### src/asbc_consts.vh
// Constants for the asynchronous byte-wide memory bus host controller.
// Assumes a 125 MHz clock (8 ns period); times in ns, counts in cycles.
`ifndef ASBC_CONSTS_VH
`define ASBC_CONSTS_VH

`define ASBC_CLK_PERIOD_NS      8
`define ASBC_ADDR_W             13
`define ASBC_DATA_W             8
`define ASBC_CNT_W              6

// Fast grade times
`define ASBC_F_STROBE_MIN_NS    80
`define ASBC_F_SELECT_MIN_NS    80
`define ASBC_F_ADDR_VALID_NS    80
`define ASBC_F_SETUP_MIN_NS     50
`define ASBC_F_READ_ACCESS_NS   100
// Slow grade times
`define ASBC_S_STROBE_MIN_NS    100
`define ASBC_S_SELECT_MIN_NS    130
`define ASBC_S_ADDR_VALID_NS    130
`define ASBC_S_SETUP_MIN_NS     70
`define ASBC_S_READ_ACCESS_NS   150
// Grade independent times
`define ASBC_HOLD_MIN_NS        5
`define ASBC_RECOVERY_MIN_NS    10
`define ASBC_ADDR_SETUP_NS      0

// Least times round up to whole cycles, never below one
`define ASBC_CYC_UP(ns) (((ns) + `ASBC_CLK_PERIOD_NS - 1) / `ASBC_CLK_PERIOD_NS)
`define ASBC_CYC_MIN1(ns) ((`ASBC_CYC_UP(ns) < 1) ? 1 : `ASBC_CYC_UP(ns))

`endif

### src/asbc_host.v
// Host controller that runs read and write cycles on an asynchronous SRAM bus.
// Assumes the memory pins are sampled synchronously to clk_i and that the
// testbench resolves the byte lines from the output enable.
// Notes on behaviour
// - Write while strobe, both selects active
// - Address held steady through write
// - Address valid before any asserting edge
// - Address valid long enough before end
// - Strobe low at least minimum width
// - Selects asserted at least minimum width
// - Data valid before write end
// - Data held briefly after write end
// - Address held after write before next
// - Output drive high during writes
// - Read while strobe high, selects active
`timescale 1ns/10ps
`include "asbc_consts.vh"
module asbc_host (
  input  wire                    clk_i,
  input  wire                    rst_i,
  input  wire                    ce_i,
  input  wire                    slow_grade_i,
  input  wire                    req_valid_i,
  input  wire                    req_write_i,
  input  wire [`ASBC_ADDR_W-1:0] req_addr_i,
  input  wire [`ASBC_DATA_W-1:0] req_wdata_i,
  output reg                     req_ready_o,
  output reg                     rsp_valid_o,
  output reg  [`ASBC_DATA_W-1:0] rsp_rdata_o,
  output reg  [`ASBC_ADDR_W-1:0] mem_addr_o,
  output reg                     select_low_active_n_o,
  output reg                     select_high_active_o,
  output reg                     drive_n_o,
  output reg                     store_n_o,
  input  wire [`ASBC_DATA_W-1:0] byte_lines_i,
  output reg  [`ASBC_DATA_W-1:0] byte_lines_o,
  output reg                     byte_lines_oe_n_o
);
  localparam [2:0] ST_IDLE    = 3'd0;
  localparam [2:0] ST_WSETUP  = 3'd1;
  localparam [2:0] ST_WSTROBE = 3'd2;
  localparam [2:0] ST_WHOLD   = 3'd3;
  localparam [2:0] ST_RACCESS = 3'd4;
  localparam [2:0] ST_RCLOSE  = 3'd5;
  localparam [2:0] ST_RECOVER = 3'd6;

  localparam integer           F_WRITE_INT  = `ASBC_CYC_MIN1(`ASBC_F_SELECT_MIN_NS);
  localparam integer           S_WRITE_INT  = `ASBC_CYC_MIN1(`ASBC_S_SELECT_MIN_NS);
  localparam integer           F_READ_INT   = `ASBC_CYC_MIN1(`ASBC_F_READ_ACCESS_NS);
  localparam integer           S_READ_INT   = `ASBC_CYC_MIN1(`ASBC_S_READ_ACCESS_NS);
  localparam integer           HOLD_INT     = `ASBC_CYC_MIN1(`ASBC_HOLD_MIN_NS);
  localparam integer           RECOVER_INT  = `ASBC_CYC_MIN1(`ASBC_RECOVERY_MIN_NS);
  localparam integer           SETUP_INT    = `ASBC_CYC_MIN1(`ASBC_ADDR_SETUP_NS);
  // Counts fit the timer width; slice them down on purpose
  localparam [`ASBC_CNT_W-1:0] F_WRITE_CYC  = F_WRITE_INT[`ASBC_CNT_W-1:0];
  localparam [`ASBC_CNT_W-1:0] S_WRITE_CYC  = S_WRITE_INT[`ASBC_CNT_W-1:0];
  localparam [`ASBC_CNT_W-1:0] F_READ_CYC   = F_READ_INT[`ASBC_CNT_W-1:0];
  localparam [`ASBC_CNT_W-1:0] S_READ_CYC   = S_READ_INT[`ASBC_CNT_W-1:0];
  localparam [`ASBC_CNT_W-1:0] HOLD_CYC     = HOLD_INT[`ASBC_CNT_W-1:0];
  localparam [`ASBC_CNT_W-1:0] RECOVER_CYC  = RECOVER_INT[`ASBC_CNT_W-1:0];
  localparam [`ASBC_CNT_W-1:0] SETUP_CYC    = SETUP_INT[`ASBC_CNT_W-1:0];

  reg  [2:0]             state_q;
  reg  [2:0]             state_d;
  reg                    load;
  reg  [`ASBC_CNT_W-1:0] load_val;
  wire                   done;
  wire [`ASBC_CNT_W-1:0] write_cyc;
  wire [`ASBC_CNT_W-1:0] read_cyc;

  // The longest of strobe, select and address-to-end covers all three
  assign write_cyc = slow_grade_i ? S_WRITE_CYC : F_WRITE_CYC;
  assign read_cyc  = slow_grade_i ? S_READ_CYC : F_READ_CYC;

  asbc_timer u_timer (
    .clk_i   (clk_i),
    .rst_i   (rst_i),
    .ce_i    (ce_i),
    .load_i  (load),
    .value_i (load_val),
    .done_o  (done)
  );

  always @* begin
    state_d  = state_q;
    load     = 1'b0;
    load_val = {`ASBC_CNT_W{1'b0}};
    case (state_q)
      ST_IDLE: begin
        if (req_valid_i) begin
          load = 1'b1;
          if (req_write_i) begin
            load_val = SETUP_CYC;
            state_d  = ST_WSETUP;
          end else begin
            load_val = read_cyc;
            state_d  = ST_RACCESS;
          end
        end
      end
      ST_WSETUP: begin
        if (done) begin
          load     = 1'b1;
          load_val = write_cyc;
          state_d  = ST_WSTROBE;
        end
      end
      ST_WSTROBE: begin
        if (done) begin
          load     = 1'b1;
          load_val = HOLD_CYC;
          state_d  = ST_WHOLD;
        end
      end
      ST_WHOLD: begin
        if (done) begin
          load     = 1'b1;
          load_val = RECOVER_CYC;
          state_d  = ST_RECOVER;
        end
      end
      ST_RACCESS: begin
        if (done) begin
          state_d = ST_RCLOSE;
        end
      end
      ST_RCLOSE: begin
        load     = 1'b1;
        load_val = RECOVER_CYC;
        state_d  = ST_RECOVER;
      end
      ST_RECOVER: begin
        if (done) begin
          state_d = ST_IDLE;
        end
      end
      default: begin
        state_d = ST_IDLE;
      end
    endcase
  end

  always @(posedge clk_i) begin
    if (rst_i) begin
      state_q               <= ST_IDLE;
      req_ready_o           <= 1'b0;
      rsp_valid_o           <= 1'b0;
      rsp_rdata_o           <= {`ASBC_DATA_W{1'b0}};
      mem_addr_o            <= {`ASBC_ADDR_W{1'b0}};
      select_low_active_n_o <= 1'b1;
      select_high_active_o  <= 1'b0;
      drive_n_o             <= 1'b1;
      store_n_o             <= 1'b1;
      byte_lines_o          <= {`ASBC_DATA_W{1'b0}};
      byte_lines_oe_n_o     <= 1'b1;
    end else if (ce_i) begin
      state_q     <= state_d;
      rsp_valid_o <= 1'b0;
      req_ready_o <= (state_d == ST_IDLE);
      case (state_q)
        ST_IDLE: begin
          if (req_valid_i) begin
            mem_addr_o <= req_addr_i;
            if (req_write_i) begin
              byte_lines_o <= req_wdata_i;
            end
          end
        end
        ST_WSETUP: begin
          if (done) begin
            select_low_active_n_o <= 1'b0;
            select_high_active_o  <= 1'b1;
            store_n_o             <= 1'b0;
            drive_n_o             <= 1'b1;
            // Host drives only after the device has had time to float
            byte_lines_oe_n_o     <= 1'b0;
          end
        end
        ST_WSTROBE: begin
          if (done) begin
            store_n_o             <= 1'b1;
            select_low_active_n_o <= 1'b1;
            select_high_active_o  <= 1'b0;
          end
        end
        ST_WHOLD: begin
          if (done) begin
            byte_lines_oe_n_o <= 1'b1;
          end
        end
        ST_RACCESS: begin
          select_low_active_n_o <= 1'b0;
          select_high_active_o  <= 1'b1;
          drive_n_o             <= 1'b0;
          if (done) begin
            rsp_rdata_o <= byte_lines_i;
            rsp_valid_o <= 1'b1;
          end
        end
        ST_RCLOSE: begin
          select_low_active_n_o <= 1'b1;
          select_high_active_o  <= 1'b0;
          drive_n_o             <= 1'b1;
        end
        ST_RECOVER: begin
          mem_addr_o <= mem_addr_o;
        end
        default: begin
          select_low_active_n_o <= 1'b1;
          select_high_active_o  <= 1'b0;
          store_n_o             <= 1'b1;
          drive_n_o             <= 1'b1;
          byte_lines_oe_n_o     <= 1'b1;
        end
      endcase
    end
  end
endmodule

### src/asbc_timer.v
// Down counter that times one bus phase.
// Assumes load and count come from the owning state machine.
`timescale 1ns/10ps
`include "asbc_consts.vh"
module asbc_timer (
  input  wire                   clk_i,
  input  wire                   rst_i,
  input  wire                   ce_i,
  input  wire                   load_i,
  input  wire [`ASBC_CNT_W-1:0] value_i,
  output wire                   done_o
);
  reg [`ASBC_CNT_W-1:0] cnt_q;

  always @(posedge clk_i) begin
    if (rst_i) begin
      cnt_q <= {`ASBC_CNT_W{1'b0}};
    end else if (ce_i) begin
      if (load_i) begin
        cnt_q <= value_i;
      end else if (cnt_q != {`ASBC_CNT_W{1'b0}}) begin
        cnt_q <= cnt_q - 1'b1;
      end
    end
  end

  // Done looks only at the count: the state machine builds load from done
  assign done_o = (cnt_q == {`ASBC_CNT_W{1'b0}});
endmodule

### config.mk
export PLATFORM = sky130hd
export DESIGN_NAME = asbc_host
export DESIGN_NICKNAME = d
export VERILOG_FILES = /design/src/asbc_host.v /design/src/asbc_timer.v
export VERILOG_INCLUDE_DIRS = /design/src
export SDC_FILE = /design/constraint.sdc
export NUM_CORES = 1
export LEC_CHECK = 0
export ABC_AREA = 1
export BUFFER_PORTS_ARGS = -buffer_cell sky130_fd_sc_hd__buf_2
export CAP_MARGIN = 20
export CORE_ASPECT_RATIO = 2
export CORE_MARGIN = 2
export CORE_UTILIZATION = 54
export DETAILED_ROUTE_END_ITERATION = 12
export MAX_ROUTING_LAYER = met4
export PLACE_DENSITY = 0.84
export SKIP_LAST_GASP = 1
export SLEW_MARGIN = 20
export SYNTH_ARGS = -nofsm -noshare
export SYNTH_HDL_FRONTEND = slang
export SYNTH_SLANG_ARGS = --single-unit
### constraint.sdc
create_clock -name clk_i -period 3.5 [get_ports clk_i]
set_clock_uncertainty 0.1 [all_clocks]
set_input_delay 0.525 -clock clk_i [delete_from_list [all_inputs] [get_ports clk_i]]
set_output_delay 0.525 -clock clk_i [all_outputs]
set_load 0.05 [all_outputs]
# [After elaboration in Yosys (flattened, before gate mapping)]
# Cells that the tools add are included.
[word_totals] reg_bits=45 inputBits=35 output_inout_bits=36
[classes] addsub=1 n_eq_ne=9 muxes=29 bitwise_logic=4 n_reduce_logical=18
[ops] op="$mux 5" count=5
[ops] op="$pmux 5 s5" count=1
[ops] op="$mux 3" count=7
[ops] op="$pmux 3 s7" count=1
[ops] op="$reduce_and 4->1" count=4
[ops] op="$mux 6" count=2
[ops] op="$pmux 1 s3" count=4
[ops] op="$reduce_or 5->1" count=2
[ops] op="$eq 3x3->1 const B" count=3
[ops] op="$reduce_and 3->1" count=3
[ops] op="$pmux 1 s4" count=2
[ops] op="$eq 3x2->1 const B" count=2
[ops] op="$logic_not 3->1" count=2
[ops] op="$logic_not 6->1" count=1
[ops] op="$mux 1" count=6
[ops] op="$ne 2x2->1 const B" count=3
[ops] op="$reduce_bool 6->1" count=1
[ops] op="$reduce_or 3->1" count=2
[ops] op="$sub 6x1->6 const B" count=1
[ops] op="$not 1->1" count=4
[ops] op="$reduce_or 4->1" count=1
[ops] op="$eq 3x1->1 const B" count=1
[ops] op="$mux 2" count=1
[ops] op="$reduce_and 2->1" count=1
[ops] op="$reduce_bool 2->1" count=1

# [Depth between registers and ports, before layout]
[logic_depth] word_depth=5 ltp_mapped=12 ltp_nobuf=11

# [Modules after synthesis]
# A second synthesis with hierarchy kept.
[unflattened] cells_unflattened=299 area_unflattened_um2=2228.4
[modules_own_cells] mod="asbc_host" n_inst=1 cells_per_inst=229 area_each_um2=1764.2
[modules_own_cells] mod="asbc_timer" n_inst=1 cells_per_inst=70 area_each_um2=464.2

# [Worst setup path after synthesis]
# OpenSTA, ideal clock, no wires.
[synth_path] path_kind="reg-to-reg" from="register u_timer.cnt_q[0]" to="register u_timer.cnt_q[3]" setup_ps=115 t_arrival_ps=1294 t_required_ps=3285 setup_slack_ps=1991 stages_incl_launch_ff=10 period_less_slack_ps=1509 cell_sequence="dfxtp_1 inv_1 ha_1 nand2_1 nor2_4 nand4_1 nand2_2 inv_2 o21ai_1 nor2_1"
[synth_via] elab_chain_cells=5 elab_cells_between_ends=11
[synth_rtl] element="start: declaration" line="asbc_timer.v:13" text="reg [`ASBC_CNT_W-1:0] cnt_q;"
[synth_rtl] element="start signal: assignment" line="asbc_timer.v:17" text="cnt_q <= {`ASBC_CNT_W{1'b0}};"
[synth_rtl] element="start signal: assignment" line="asbc_timer.v:20" text="cnt_q <= value_i;"
[synth_rtl] element="start signal: assignment" line="asbc_timer.v:22" text="cnt_q <= cnt_q - 1'b1;"
[synth_rtl] element="branches (longest 5 deep; another with $sub 6x1->6)"
# Parallel ways; which one is timed is not known. The select of a mux whose other input is x is not followed.
# A chain may end at the register's enable or synchronous reset.

# [Worst setup path in the final report]
[layout_path] from="register state_q[1]" to="register mem_addr_o[5]"
[layout_via] elab_chain_cells=2
[layout_rtl] element="start: declaration" line="asbc_host.v:63" text="reg [2:0] state_q;"
[layout_rtl] element="start signal: assignment" line="asbc_host.v:157" text="state_q <= state_d;"
[layout_rtl] element="$logic_not 3->1" line="asbc_host.v:160" text="case (state_q)"
[layout_rtl] element="$reduce_and 3->1 (no source line)"
[layout_rtl] element="end signal: assignment" line="asbc_host.v:149" text="mem_addr_o <= {`ASBC_ADDR_W{1'b0}};"
[layout_rtl] element="end signal: assignment" line="asbc_host.v:163" text="mem_addr_o <= req_addr_i;"
[layout_rtl] element="end signal: assignment" line="asbc_host.v:206" text="mem_addr_o <= mem_addr_o;"
[layout_rtl] element="end: declaration" line="asbc_host.v:30" text="output reg [`ASBC_ADDR_W-1:0] mem_addr_o,"
# Every way passes these cells.

==> metrics.md <==
| Metric | Value |
|---|---|
| Status | finished, final reports clean |
| Setup Viol. Count Final | 0 |
| Multi-input combinational cell area | 1110 sq um |
| Non-filler cells, final | 424 |
| Synth warn | 0 |
| Max Cap Viol | 0 |
| Req. time, crit path | 3.58 ns |
| I/O Buffers | 70 |
| Syn Nets | 344 |
| RePlAce Congestion | 0.941 |
| Setup crit end kind | flop |
| Vias in the first global route | 1929 |
| Synth area leaders | dfxtp_1 (41%), nand2_1 (9.6%), nor2_1 (7.3%) |
| Most frequent cell after synthesis | nand2_1 |
| TritonRoute pass-1 iters | 4 |
| Die Y-Extent | 94.7 um |
| Sum of negative setup slack | 0 ns |
| Routed wire length | 5060 um |
| Total Routing Usage GR | 23.0% |
| Worst reg2reg path startpoint | state_q[1] |
| Hold EP | rsp_rdata_o[4] |
| Reg area | 901 sq um |
| CTS buffer count | 5 |
| Die Area | 4670 sq um |
| Compound-Gate Fraction of Synth Area | 15.4% |
| Top_reg_cell synth | dfxtp_1 |
| Mux cell area share after synthesis | 0% |
| NumNets Final | 408 |
| Yosys cell types | 32 |
| CTS tree | yes |
| Worst-margin pin slew | 0.615 ns |
| Worst setup SP type | flop |
| Synth Area in Simple Gates | 31.8% |
| Leak | 1.25 nW |
| Layout area overhead | 19.0% |
| Slew headroom | 58.9% |
| FP Rows | 33 |
| Final HPWL from detailed placement | 3770 um |
| Commonest cells post-synth | nand2_1 (57), dfxtp_1 (45), nor2_1 (43) |
| Final Hold Violating Endpoints | 0 |
| Worst r2r dst | mem_addr_o[5] |
| Post-CTS setup buffers | 0 |
| Post-cts gate resize count | 0 |
| XOR/XNOR Fraction of Synth Area | 1.58% |
| FF-to-FF setup slack | 1.55 ns |
| Post-Synth Adder-Cell Area | 1.13% |
| First-pass GRT wire length | 8160 um |
| Initial antenna violation count | 0 |
| Post-synth EDFFs | 0 |
| Initial Utilization | 55.4% |
| Clock root buffer | clkbuf_8 |
| Max Fclk | 0.513 GHz |
| Hold Crit Class | flop to flop |
| Fin crit period | 1.95 ns |
| RSZ-0062 raised after global routing | no |
| Layout cells sized above 1 | 28.8% |
| FFs w/ async S/R, synth | 0% |
| Antenna-violating nets left | 0 |
| Flops & latches, synth | 45 |
| Via density | 5.13 |
| Clk buf depth | 2 |
| Synth Cell Area | 2220 sq um |
| Reg clk slew, reported paths | 0.09 ns |
| Grt total ovfl | 0 |
| Fin. max-slew vios | 0 |
| Mean routed wirelength per cell | 11.9 um |
| Final worst path period share | 55.7% |
| Clk sink count | 45 |
| # IOs | 71 |
| Starting DRC count in detailed routing | 62 |
| Worst setup startpoint | state_q[1] |
| Max VDD drop | 383 uV |
| Hold path cells | 2 |
| Main combinational cell family by area after synthesis | simple AND/OR/NAND/NOR gates |
| Placed Cells | 416 |
| Core ar. | 4010 sq um |
| Die Wd | 49.3 um |
| Hold_buf cts | 0 |
| # fillers | 376 |
| Clk_lat worst skew | 0.30 ns |
| R2R depth | 6 |
| Seq/Total Area, Yosys | 40.6% |
| Data arrival, critical path | 2.03 ns |
| # DRC | 0 |
| Synth Instances | 307 |
| Pin count of the biggest net entering global routing | 26 |
| Max Fanout on Critical Path | 15 |
| Vias post-DR | 2177 |
| Avg Inst Size Synth | 7.23 sq um |
| Post-synth top area cell | dfxtp_1 |
| Post-synth top area share | 40.6% |
| Pwr dens | 527 nW/um^2 |
| Hold_sp | rsp_rdata_o[4] |
| CTS HTree Levels | 2 |
| Diodes inserted | 0 |
| WS Path Type | flop to flop |
[critical path, stage by stage, from the launching register on]
cell	delay [ns]
dfxtp_1	0.50
nor2_4	0.21
nand3_2	0.14
inv_2	0.28
nand2_1	0.34
nand2_1	0.16
a21oi_1	0.08
[sequential cells by signal, indices dropped and copies added (netlist names), 3 cells and up]
signal,count
rsp_rdata_o,8
u_timer.cnt_q,6
state_q,3
mem_addr_o,13
byte_lines_o,8
[cell type report]
cell class / instances / share of cell area [%]
clock buffer: 5 / 2.61
clock inverter: 3 / 0.947
inverter: 33 / 4.69
multi-input combinational: 216 / 41.9
sequential: 45 / 34.1
tap: 52 / 2.46
timing repair buffer: 70 / 13.3
[per-layer routing]
metal / vias to the layer above / share of wire (%) / global-route usage [%]
met5: - / 0 / -
met4: 0 / 1.9 / 11.4
met3: 11 / 6.4 / 3.80
met2: 82 / 50 / 38.6
met1: 969 / 41 / 26.0
li1: 1115 / - / -
[cell families after synthesis]
logic type,Yosys count
adder cells (fa/ha/maj),2
buffers and inverters,46
XOR/XNOR,4
AO/OA/AOI/OAI,66
flip-flops,45
AND/OR/NAND/NOR,144
[stage by stage]
step / util (%) / total power [W] / cell area (sq um) / setup WS [ns] / hold slack, ns
2_1_floorplan: - / 0.000981 / 2220 / 1.99 / 0.370
3_3_place_gp: 63.6 / 0.00106 / 2550 / 1.66 / 0.329
3_5_place_dp: 63.6 / 0.00108 / 2550 / 1.57 / 0.336
4_1_cts: 65.9 / 0.00140 / 2640 / 1.59 / 0.349
5_1_grt: 65.9 / 0.00148 / 2640 / 1.40 / 0.369
6_report: 65.9 / 0.00139 / 2640 / 1.55 / 0.349
[how the worst max path moves through the flow]
stage	endpoint	slack (ns)
after floorplan	u_timer.cnt_q[3]	1.99
after global placement	rsp_rdata_o[0]	1.66
after detailed placement	state_q[2]	1.57
after CTS	mem_addr_o[5]	1.59
after global routing	mem_addr_o[5]	1.40
final	mem_addr_o[5]	1.55
[cells in the final DEF, fill, tap and decap left out]
| cell type | n |
|---|---|
| a21oi_1 | 30 |
| a21oi_2 | 1 |
| a31oi_1 | 1 |
| buf_2 | 70 |
| clkbuf_8 | 5 |
| clkinv_1 | 1 |
| clkinv_4 | 1 |
| clkinvlp_4 | 1 |
| dfxtp_1 | 45 |
| ha_1 | 2 |
| inv_1 | 25 |
| inv_2 | 7 |
| inv_6 | 1 |
| nand2_1 | 57 |
| nand2_2 | 3 |
| nand2_4 | 3 |
| nand3_1 | 19 |
| nand3_2 | 3 |
| nand3_4 | 2 |
| nand4_1 | 2 |
| nor2_1 | 43 |
| nor2_2 | 3 |
| nor2_4 | 4 |
| nor3_1 | 3 |
| nor3_2 | 1 |
| nor3_4 | 1 |
| o211ai_1 | 1 |
| o21ai_0 | 24 |
| o21ai_1 | 8 |
| o21ai_2 | 1 |
| xnor2_1 | 1 |
| xor2_1 | 3 |
[power breakdown]
part           internal (W)  switching, W  leakage [nW]
Clock              0.000144      0.000181        0.0447
Combinational      0.000145      0.000327         0.843
Sequential         0.000555     0.0000406         0.367
Total              0.000844      0.000548          1.25
Note: power is estimated with default switching activity, not from simulation.
